`src/rtl/card_cmd_pkg.sv`:
```
`default_nettype none
package card_cmd_pkg;

  // Command control bytes
  localparam logic [7:0] CTRL_READ_MAIN   = 8'h30;
  localparam logic [7:0] CTRL_UPDATE_MAIN = 8'h38;
  localparam logic [7:0] CTRL_READ_PROT   = 8'h34;
  localparam logic [7:0] CTRL_WRITE_PROT  = 8'h3C;

  // Geometry
  localparam int MEM_ADDR_W = 8;
  localparam int MEM_DATA_W = 8;
  localparam int PROT_BITS  = 32;

  localparam logic [4:0]  CMD_LAST_BIT   = 5'h17;
  localparam logic [7:0]  PROT_LAST_ADDR = 8'h1F;
  localparam logic [7:0]  ERASED_BYTE    = 8'hFF;
  localparam logic [11:0] MEM_END_ADDR   = 12'h100;
  localparam logic [11:0] PROT_READ_BITS = 12'h020;
  localparam logic [2:0]  LAST_BIT_SEL   = 3'h7;
  localparam logic [31:0] PROT_RESET     = 32'h0000_0000;

  // Processing lengths in card clock pulses, nominal at 50 kHz
  localparam int NOM_ERASE_WRITE_US = 5000;
  localparam int NOM_SINGLE_OP_US   = 2500;
  localparam int NOM_CARD_CLK_KHZ   = 50;
  localparam logic [7:0] PULSES_ERASE_WRITE = 8'hFF;
  localparam logic [7:0] PULSES_SINGLE_OP   = 8'h7C;
  localparam logic [7:0] PULSES_LOCKED      = 8'h02;

  // Open-drain pin only ever pulls low
  localparam logic IO_DRIVE_LEVEL = 1'b0;

  typedef enum logic [5:0] {
    ST_IDLE      = 6'h01,
    ST_CMD       = 6'h02,
    ST_WAIT_STOP = 6'h04,
    ST_OUT_MAIN  = 6'h08,
    ST_OUT_PROT  = 6'h10,
    ST_PROC      = 6'h20
  } state_t;

  typedef struct packed {
    logic clk_rise;
    logic clk_fall;
    logic start;
    logic stop;
    logic io;
  } pin_evt_t;

  typedef struct packed {
    logic                  we;
    logic [MEM_ADDR_W-1:0] addr;
    logic [MEM_DATA_W-1:0] data;
  } mem_wr_t;

endpackage
`default_nettype wire

```
`src/rtl/card_pin_events.sv`:
```
`timescale 1ns/10ps
`default_nettype none
module card_pin_events (
  input  wire logic                 ref_clk,
  input  wire logic                 rst,
  input  wire logic                 card_clk,
  input  wire logic                 card_io,
  output card_cmd_pkg::pin_evt_t    evt
);

  typedef struct packed {
    logic                   clk_prev;
    logic                   io_prev;
    card_cmd_pkg::pin_evt_t evt;
  } pin_state_t;

  pin_state_t s_reg;
  pin_state_t s_next;

  always_comb begin
    s_next              = s_reg;
    s_next.clk_prev     = card_clk;
    s_next.io_prev      = card_io;
    s_next.evt.io       = card_io;
    s_next.evt.clk_rise = card_clk & ~s_reg.clk_prev;
    s_next.evt.clk_fall = ~card_clk & s_reg.clk_prev;
    // Data edges only count while the clock stays high across both samples
    s_next.evt.start    = card_clk & s_reg.clk_prev & s_reg.io_prev & ~card_io;
    s_next.evt.stop     = card_clk & s_reg.clk_prev & ~s_reg.io_prev & card_io;
  end

  always_ff @(posedge ref_clk or posedge rst) begin
    if (rst) begin
      s_reg <= '0;
    end else begin
      s_reg <= s_next;
    end
  end

  assign evt = s_reg.evt;

endmodule
`default_nettype wire

```
`src/rtl/card_mem_array.sv`:
```
`timescale 1ns/10ps
`default_nettype none
module card_mem_array #(
  parameter int ADDR_W = card_cmd_pkg::MEM_ADDR_W,
  parameter int DATA_W = card_cmd_pkg::MEM_DATA_W
) (
  input  wire logic                 ref_clk,
  input  wire logic                 rst,
  input  wire logic [ADDR_W-1:0]    rd_addr,
  output logic      [DATA_W-1:0]    rd_data,
  input  wire card_cmd_pkg::mem_wr_t wr
);

  logic [DATA_W-1:0] mem [2**ADDR_W];

  // Reset to the erased pattern so simulation starts from a known image
  always_ff @(posedge ref_clk or posedge rst) begin
    if (rst) begin
      for (int i = 0; i < 2**ADDR_W; i++) begin
        mem[i] <= card_cmd_pkg::ERASED_BYTE;
      end
    end else if (wr.we) begin
      mem[wr.addr] <= wr.data;
    end
  end

  assign rd_data = mem[rd_addr];

endmodule
`default_nettype wire

```
`src/rtl/card_memory_command_exec.sv`:
```
// Function
// Main read streams bytes LSB first from address N to the last byte.
// Main read takes (256-N)*8+1 pulses; last pulse releases the line.
// Reader keeps clocking until all bits and the release pulse are done.
// Main memory reads are always allowed, whatever the protection state.
// Control 0x30 is main read; second byte start address, third ignored.
// Protection read gives 32 bits in 32 pulses, one more releases.
// Protection memory always readable; a set bit locks same-address byte.
// Control 0x34 is protection read; address and data bytes ignored.
// Update needing erase and write lasts 255 pulses.
// Update needing only erase or only write lasts 124 pulses.
// Reader converts pulse counts to time assuming a 50 kHz clock.
// Control 0x38 updates the addressed byte with the third byte.
// Locked target skips programming and releases after processing pulse 2.
// Protection write sets the bit when supplied byte equals stored byte.
// Protection write with differing byte leaves the bit unchanged.
// Protection write uses the same pulse counts as an update; code always runs 124 pulses.
// Protection write accepted only for addresses 0x00 to 0x1F.
// Only addresses 0 to 31 have protection bits; others never lock.
// Command: start, three bytes LSB first, one extra clock, stop.
// Processing pulls the line low from first falling edge until done.
// After last read bit one more clock releases; ready for new command.
// Erase skipped without 0-to-1 change, write skipped without 1-to-0.
// After a sequence, line released and clocks ignored until next start.
`timescale 1ns/10ps
`default_nettype none
module card_memory_command_exec #(
  parameter int ADDR_W = card_cmd_pkg::MEM_ADDR_W,
  parameter int DATA_W = card_cmd_pkg::MEM_DATA_W,
  parameter int PROT_W = card_cmd_pkg::PROT_BITS
) (
  input  wire logic ref_clk,
  input  wire logic rst,
  input  wire logic card_clk,
  input  wire logic card_rst,
  input  wire logic card_io_in,
  output logic      card_io_out,
  output logic      card_io_oe
);

  typedef struct packed {
    card_cmd_pkg::state_t st;
    logic [4:0]           bit_cnt;
    logic [23:0]          cmd;
    logic [ADDR_W-1:0]    addr;
    logic [2:0]           bit_sel;
    logic [11:0]          remain;
    logic [7:0]           pulses;
    logic [7:0]           total;
    logic                 prot_cmd;
    logic                 commit;
    logic [PROT_W-1:0]    prot;
    logic                 io_oe;
    logic                 io_out;
    card_cmd_pkg::mem_wr_t wr;
  } core_t;

  core_t s_reg;
  core_t s_next;

  card_cmd_pkg::pin_evt_t evt;
  logic [DATA_W-1:0]      rd_data;

  card_pin_events u_pins (
    .ref_clk  (ref_clk),
    .rst      (rst),
    .card_clk (card_clk),
    .card_io  (card_io_in),
    .evt      (evt)
  );

  card_mem_array #(
    .ADDR_W (ADDR_W),
    .DATA_W (DATA_W)
  ) u_mem (
    .ref_clk (ref_clk),
    .rst     (rst),
    .rd_addr (s_reg.addr),
    .rd_data (rd_data),
    .wr      (s_reg.wr)
  );

  // Bits still to stream for a main read from start address n
  function automatic logic [11:0] main_read_bits(input logic [7:0] n);
    logic [11:0] span;
    span = card_cmd_pkg::MEM_END_ADDR - {4'h0, n};
    return {span[8:0], 3'h0};
  endfunction

  function automatic logic needs_erase(input logic [7:0] old_b, input logic [7:0] new_b);
    return |(~old_b & new_b);
  endfunction

  function automatic logic needs_write(input logic [7:0] old_b, input logic [7:0] new_b);
    return |(old_b & ~new_b);
  endfunction

  // Only the low 32 addresses carry a protection bit
  function automatic logic is_locked(input logic [7:0] a, input logic [PROT_W-1:0] p);
    return (a <= card_cmd_pkg::PROT_LAST_ADDR) && p[a[4:0]];
  endfunction

  always_comb begin
    s_next        = s_reg;
    s_next.wr.we  = 1'b0;
    s_next.io_out = card_cmd_pkg::IO_DRIVE_LEVEL;
    if (card_rst) begin
      // Break: abort whatever runs and let go of the line
      s_next.st    = card_cmd_pkg::ST_IDLE;
      s_next.io_oe = 1'b0;
    end else begin
      case (s_reg.st)
        card_cmd_pkg::ST_IDLE: begin
          s_next.io_oe = 1'b0;
          if (evt.start) begin
            s_next.st      = card_cmd_pkg::ST_CMD;
            s_next.bit_cnt = '0;
          end
        end

        card_cmd_pkg::ST_CMD: begin
          if (evt.start) begin
            s_next.bit_cnt = '0;
          end else if (evt.stop) begin
            // Short frame is dropped
            s_next.st = card_cmd_pkg::ST_IDLE;
          end else if (evt.clk_rise) begin
            s_next.cmd     = {evt.io, s_reg.cmd[23:1]};
            s_next.bit_cnt = s_reg.bit_cnt + 5'h01;
            if (s_reg.bit_cnt == card_cmd_pkg::CMD_LAST_BIT) begin
              s_next.st = card_cmd_pkg::ST_WAIT_STOP;
            end
          end
        end

        card_cmd_pkg::ST_WAIT_STOP: begin
          // The extra clock pulse passes here unnoticed
          if (evt.start) begin
            s_next.st      = card_cmd_pkg::ST_CMD;
            s_next.bit_cnt = '0;
          end else if (evt.stop) begin
            s_next.addr    = s_reg.cmd[15:8];
            s_next.bit_sel = '0;
            s_next.pulses  = '0;
            s_next.total   = '0;
            s_next.commit  = 1'b0;
            if (s_reg.cmd[7:0] == card_cmd_pkg::CTRL_READ_MAIN) begin
              // No protection or verification check on this path
              s_next.st     = card_cmd_pkg::ST_OUT_MAIN;
              s_next.remain = main_read_bits(s_reg.cmd[15:8]);
            end else if (s_reg.cmd[7:0] == card_cmd_pkg::CTRL_READ_PROT) begin
              s_next.st     = card_cmd_pkg::ST_OUT_PROT;
              s_next.addr   = '0;
              s_next.remain = card_cmd_pkg::PROT_READ_BITS;
            end else if (s_reg.cmd[7:0] == card_cmd_pkg::CTRL_UPDATE_MAIN) begin
              s_next.st       = card_cmd_pkg::ST_PROC;
              s_next.prot_cmd = 1'b0;
            end else if (s_reg.cmd[7:0] == card_cmd_pkg::CTRL_WRITE_PROT) begin
              if (s_reg.cmd[15:8] <= card_cmd_pkg::PROT_LAST_ADDR) begin
                s_next.st       = card_cmd_pkg::ST_PROC;
                s_next.prot_cmd = 1'b1;
              end else begin
                s_next.st = card_cmd_pkg::ST_IDLE;
              end
            end else begin
              s_next.st = card_cmd_pkg::ST_IDLE;
            end
          end
        end

        card_cmd_pkg::ST_OUT_MAIN: begin
          // Start and stop are discarded while streaming
          if (evt.clk_fall) begin
            if (s_reg.remain == '0) begin
              s_next.io_oe = 1'b0;
              s_next.st    = card_cmd_pkg::ST_IDLE;
            end else begin
              // Pulling low sends a zero; a one is the pull-up
              s_next.io_oe   = ~rd_data[s_reg.bit_sel];
              s_next.bit_sel = s_reg.bit_sel + 3'h1;
              s_next.remain  = s_reg.remain - 12'h001;
              if (s_reg.bit_sel == card_cmd_pkg::LAST_BIT_SEL) begin
                s_next.addr = s_reg.addr + 8'h01;
              end
            end
          end
        end

        card_cmd_pkg::ST_OUT_PROT: begin
          if (evt.clk_fall) begin
            if (s_reg.remain == '0) begin
              s_next.io_oe = 1'b0;
              s_next.st    = card_cmd_pkg::ST_IDLE;
            end else begin
              // Read back as zero once written
              s_next.io_oe  = s_reg.prot[s_reg.addr[4:0]];
              s_next.addr   = s_reg.addr + 8'h01;
              s_next.remain = s_reg.remain - 12'h001;
            end
          end
        end

        card_cmd_pkg::ST_PROC: begin
          if (evt.clk_fall) begin
            s_next.pulses = s_reg.pulses + 8'h01;
            if (s_reg.pulses == '0) begin
              // Old byte is valid now, address settled at decode
              s_next.io_oe = 1'b1;
              if (s_reg.prot_cmd) begin
                s_next.total  = card_cmd_pkg::PULSES_SINGLE_OP;
                s_next.commit = (rd_data == s_reg.cmd[23:16]);
              end else if (is_locked(s_reg.addr, s_reg.prot)) begin
                s_next.total  = card_cmd_pkg::PULSES_LOCKED;
                s_next.commit = 1'b0;
              end else if (needs_erase(rd_data, s_reg.cmd[23:16]) &&
                           needs_write(rd_data, s_reg.cmd[23:16])) begin
                s_next.total  = card_cmd_pkg::PULSES_ERASE_WRITE;
                s_next.commit = 1'b1;
              end else begin
                // Nothing to change still runs the short sequence
                s_next.total  = card_cmd_pkg::PULSES_SINGLE_OP;
                s_next.commit = needs_erase(rd_data, s_reg.cmd[23:16]) |
                                needs_write(rd_data, s_reg.cmd[23:16]);
              end
            end else if (s_next.pulses == s_reg.total) begin
              s_next.io_oe = 1'b0;
              s_next.st    = card_cmd_pkg::ST_IDLE;
              if (s_reg.commit && s_reg.prot_cmd) begin
                // One-way: no command clears a protection bit, only rst does
                s_next.prot[s_reg.addr[4:0]] = 1'b1;
              end else if (s_reg.commit) begin
                s_next.wr.we   = 1'b1;
                s_next.wr.addr = s_reg.addr;
                s_next.wr.data = s_reg.cmd[23:16];
              end
            end
          end
        end

        default: begin
          s_next.st    = card_cmd_pkg::ST_IDLE;
          s_next.io_oe = 1'b0;
        end
      endcase
    end
  end

  always_ff @(posedge ref_clk or posedge rst) begin
    if (rst) begin
      s_reg          <= '0;
      s_reg.st       <= card_cmd_pkg::ST_IDLE;
      s_reg.prot     <= card_cmd_pkg::PROT_RESET;
      s_reg.io_out   <= card_cmd_pkg::IO_DRIVE_LEVEL;
    end else begin
      s_reg <= s_next;
    end
  end

  assign card_io_out = s_reg.io_out;
  assign card_io_oe  = s_reg.io_oe;

endmodule
`default_nettype wire

```
`config.mk`:
```
export PLATFORM = sky130hd
export DESIGN_NAME = card_memory_command_exec
export DESIGN_NICKNAME = d
export VERILOG_FILES = /design/src/rtl/card_cmd_pkg.sv /design/src/rtl/card_pin_events.sv /design/src/rtl/card_mem_array.sv /design/src/rtl/card_memory_command_exec.sv
export SDC_FILE = /design/constraint.sdc
export NUM_CORES = 2
export LEC_CHECK = 0
export ABC_CLOCK_PERIOD_IN_PS = 161900
export BUFFER_PORTS_ARGS = -buffer_cell sky130_fd_sc_hd__buf_2
export CAP_MARGIN = 0
export CORE_UTILIZATION = 25
export CTS_CLUSTER_DIAMETER = 150
export DETAILED_ROUTE_END_ITERATION = 16
export GPL_ROUTABILITY_DRIVEN = 0
export GPL_TIMING_DRIVEN = 0
export PLACE_DENSITY_LB_ADDON = 0.25
export REMOVE_ABC_BUFFERS = 1
export SYNTH_ARGS = -nofsm -noshare
export SYNTH_HDL_FRONTEND = slang
export SYNTH_SLANG_ARGS = --single-unit
export TNS_END_PERCENT = 100
```
`constraint.sdc`:
```
create_clock -name ref_clk -period 161.9 [get_ports ref_clk]
set_clock_uncertainty 0.2 [all_clocks]
set_input_delay 32.38 -clock ref_clk [delete_from_list [all_inputs] [get_ports ref_clk]]
set_output_delay 32.38 -clock ref_clk [all_outputs]
set_load 0.02 [all_outputs]
```
==> impl_metrics.ini <==
[status]
status = finished with violations
violations = max-capacitance violations

[hold_path]
hp-class = register to register
hold_end = u_pins.evt[4]
whs_path_depth = 1
min-delay-start = u_pins.s_reg[6]

[clocking]
clockBufferDepth = 4
clock_sinks = 2175
clock_latency_ns = 0.87
path_clk_slew_ns = 0.05
cts_max_level = 5
cts_hold_buf = 0
cts_buffers = 268
tritoncts = built
post-cts-setup-buffers = 0
ctsResizeCount = 0
cts_root_buffer = clkbuf_16

[power_and_ir_drop]
power_leakage_uw = 0.04382
p_sw_uw = 272.1
combPwrFrac_pct = 3.5
switching_share_pct = 23.01
pwr-share-clk_pct = 50.0
ir_drop_uv = 6.594
internal-power_uw = 910.4
p_seq_share_pct = 46.5
power_density_nw_per_um2 = 9.910

[sta]
period_share_pct = 21.24
final.setup.tns_ns = 0
slew_viol_final = 0
tightestPinTransition_ns = 1.481
min_period_ns = 34.39
maxSlewHeadroom_pct = 0.3770
fin_hold_ws_ns = 0.2439
max_clock_freq_ghz = 0.02908
setup_viol = 0
hold_viol = 0
rsz0062_at_grt = false

[setup_path]
crit_path_start_kind = primary input
critPathLaunch = rst
cp.arrival_ns = 34.95
setup.worst_path.class = primary input to asynchronous set/reset pin
crit_fanout = 130
r2r_cells = 21
r2r_end = s_reg[51]
r2r_slack_ns = 154.19
r2r-start = s_reg[84]
endpoint_kind = asynchronous set/reset pin
cp.required_ns = 162.46

[routing]
drc = 0
routedWlPerCell_um = 26.64
vias = 62180
first_pass_iters = 5
drtAntennaViolNets = 0
drt-total-wl_mm = 339.0
vias_per_cell = 4.886
drtIter0Drc = 3909

[final_layout]
drive_above_1_share_pct = 68.09
nets = 7139
syn_to_final_growth_pct = 16.24
seq_area_um2 = 57040
fill_cells = 40650
largest_reg_flops = 2048
multi_input_area_um2 = 43140

[synthesis]
synth-edff-count = 0
synth_ff_type = dfstp_2
yosysWarningCount = 0
ys_seq_area_share_pct = 55.52
synth_cells = 7182
postSynth.asyncResetShare_pct = 100.0
syn_area_um2 = 102700
avgSynthCellArea_um2 = 14.29
ys_seq_elements = 2175
synth_cell_type_count = 81

[grt]
grt_pass1_wl_mm = 491.7
grt_usage_pct = 16.06
grt_max_degree = 141
globalRouteOverflowTotal = 0
antenna_found_initial = 16
grt_pass1_vias = 65650

[floorplanning]
num_rows = 234
fp.dieW_um = 642.8
core_area_um2 = 407600
pin_count = 7
die_y_um = 642.8
initial_utilization_pct = 25.19
die_area_um2 = 413200

[place]
portBuffers = 5
place_hpwl_mm = 224.9

[job]
drv_cap = 2
stage by stage:
stage | cells | worst slack (ns) | utilization (%) | area (um^2) | power, uW
4_1_cts | 12720 | 127.59 | 29.28 | 119300 | 1200
2_1_floorplan | 6658 | 71.26 | - | 100000 | 578.9
3_3_place_gp | 12090 | 48.19 | 26.21 | 106800 | 598.9
5_1_grt | 12720 | 127.26 | 29.28 | 119300 | 1223
3_5_place_dp | 12270 | 126.72 | 27.17 | 110700 | 599.2
6_report | 12730 | 127.51 | 29.28 | 119300 | 1183
worst max-delay path: stages:
cell    delay [ns]
buf_2         0.14
inv_8         0.46
buf_16        0.51
buf_16        0.45
buf_16        0.40
cell usage in the layout, fill, tap and decap left out, types with 16 or more instances in the layout:
cell          n
nand2_1     204
mux2i_1     665
clkbuf_1     60
o22ai_1     281
nand4_1      21
a31oi_1      19
nor2_1      285
a21oi_1      54
mux2_2     2081
buf_16       81
ha_1         27
buf_6        32
dfrtp_1     110
buf_12       24
dfstp_2    2049
nand3_1      61
nor4_1       76
mux4_2      186
clkbuf_8     63
o21bai_1     37
a22oi_1      62
clkbuf_16   276
nor2b_1      16
inv_1        34
nor3_1       50
buf_8        31
o21ai_0     101
a211oi_1     16
clkinv_2     32
synth_stat cells (6+ instances only):
master	count	area, um^2
o211ai_1	7	52.55
o22ai_1	281	1758
nand2b_1	11	68.82
a22oi_1	62	465.5
mux4_2	186	4189
a211oi_1	16	120.1
buf_4	55	412.9
mux2_2	2081	23430
and2_1	7	43.79
o31ai_1	12	90.09
nor2_1	286	1074
mux2_1	9	101.4
nand2_1	210	788.3
o21ai_1	6	30.03
nand4_1	21	131.4
nand4bb_1	6	67.56
a21oi_1	54	270.3
a31oi_1	19	118.9
nand3_1	64	320.3
o21ai_0	101	505.5
ha_1	27	337.8
buf_1	9	33.78
mux2i_1	665	6656
inv_1	35	131.4
dfstp_2	2049	53840
nor4_1	77	481.7
dfrtp_1	126	3153
nand4b_1	8	70.07
nor2b_1	16	100.1
a32oi_1	8	70.07
clkbuf_1	342	1284
buf_6	42	473.0
o21bai_1	37	277.8
buf_2	72	360.4
and3_1	9	56.30
nor3b_1	12	90.09
nor3_1	58	290.3
worst max path at each step:
stage | endpoint | slack, ns
3_3_place_gp | s_reg[61] | 48.19
3_5_place_dp | s_reg[5] | 126.72
6_report | s_reg[5] | 127.51
4_1_cts | s_reg[5] | 127.59
2_1_floorplan | card_io_oe | 71.26
5_1_grt | s_reg[5] | 127.26
power groups by stage:
stage | logic (uW) | registers, uW | clock network (uW)
2_1_floorplan | 24.1 | 555 | 0
3_3_place_gp | 41.5 | 557 | 0
3_5_place_dp | 41.7 | 557 | 0
4_1_cts | 41.8 | 550 | 608
5_1_grt | 43.7 | 550 | 630
6_report | 40.9 | 550 | 592
metal layers:
metal  global-route usage [%]  up-vias  part of all wire [%]
li1                         -    26370                     -
met2                    26.74     1292                    48
met4                    4.193        0                   2.5
met5                        0        -                     0
met1                    21.83    34110                    45
met3                    2.239      411                   4.3
cell families after synthesis:
| group | synth area share (%) |
|---|---|
| muxes | 33.52 |
| DFF | 55.52 |
| and+or+nand+nor | 3.790 |
| AOI/OAI and AO/OA | 4.066 |
| buffers and inverters | 2.707 |
| adders and majority gates | 0.3291 |
| xor gates and xnor gates | 0.06826 |
| other | 0.003653 |
layout make-up:
type | count | area share, %
Clock buffer | 399 | 6.703
Clock inverter | 59 | 0.5043
Timing Repair Buffer | 179 | 3.022
Sequential cell | 2175 | 47.80
Inverter | 36 | 0.1195
Antenna cell | 3 | 0.006291
Multi-Input combinational cell | 4447 | 36.15
Tap cell | 5428 | 5.691
Power figures use the tool's default switching activity.
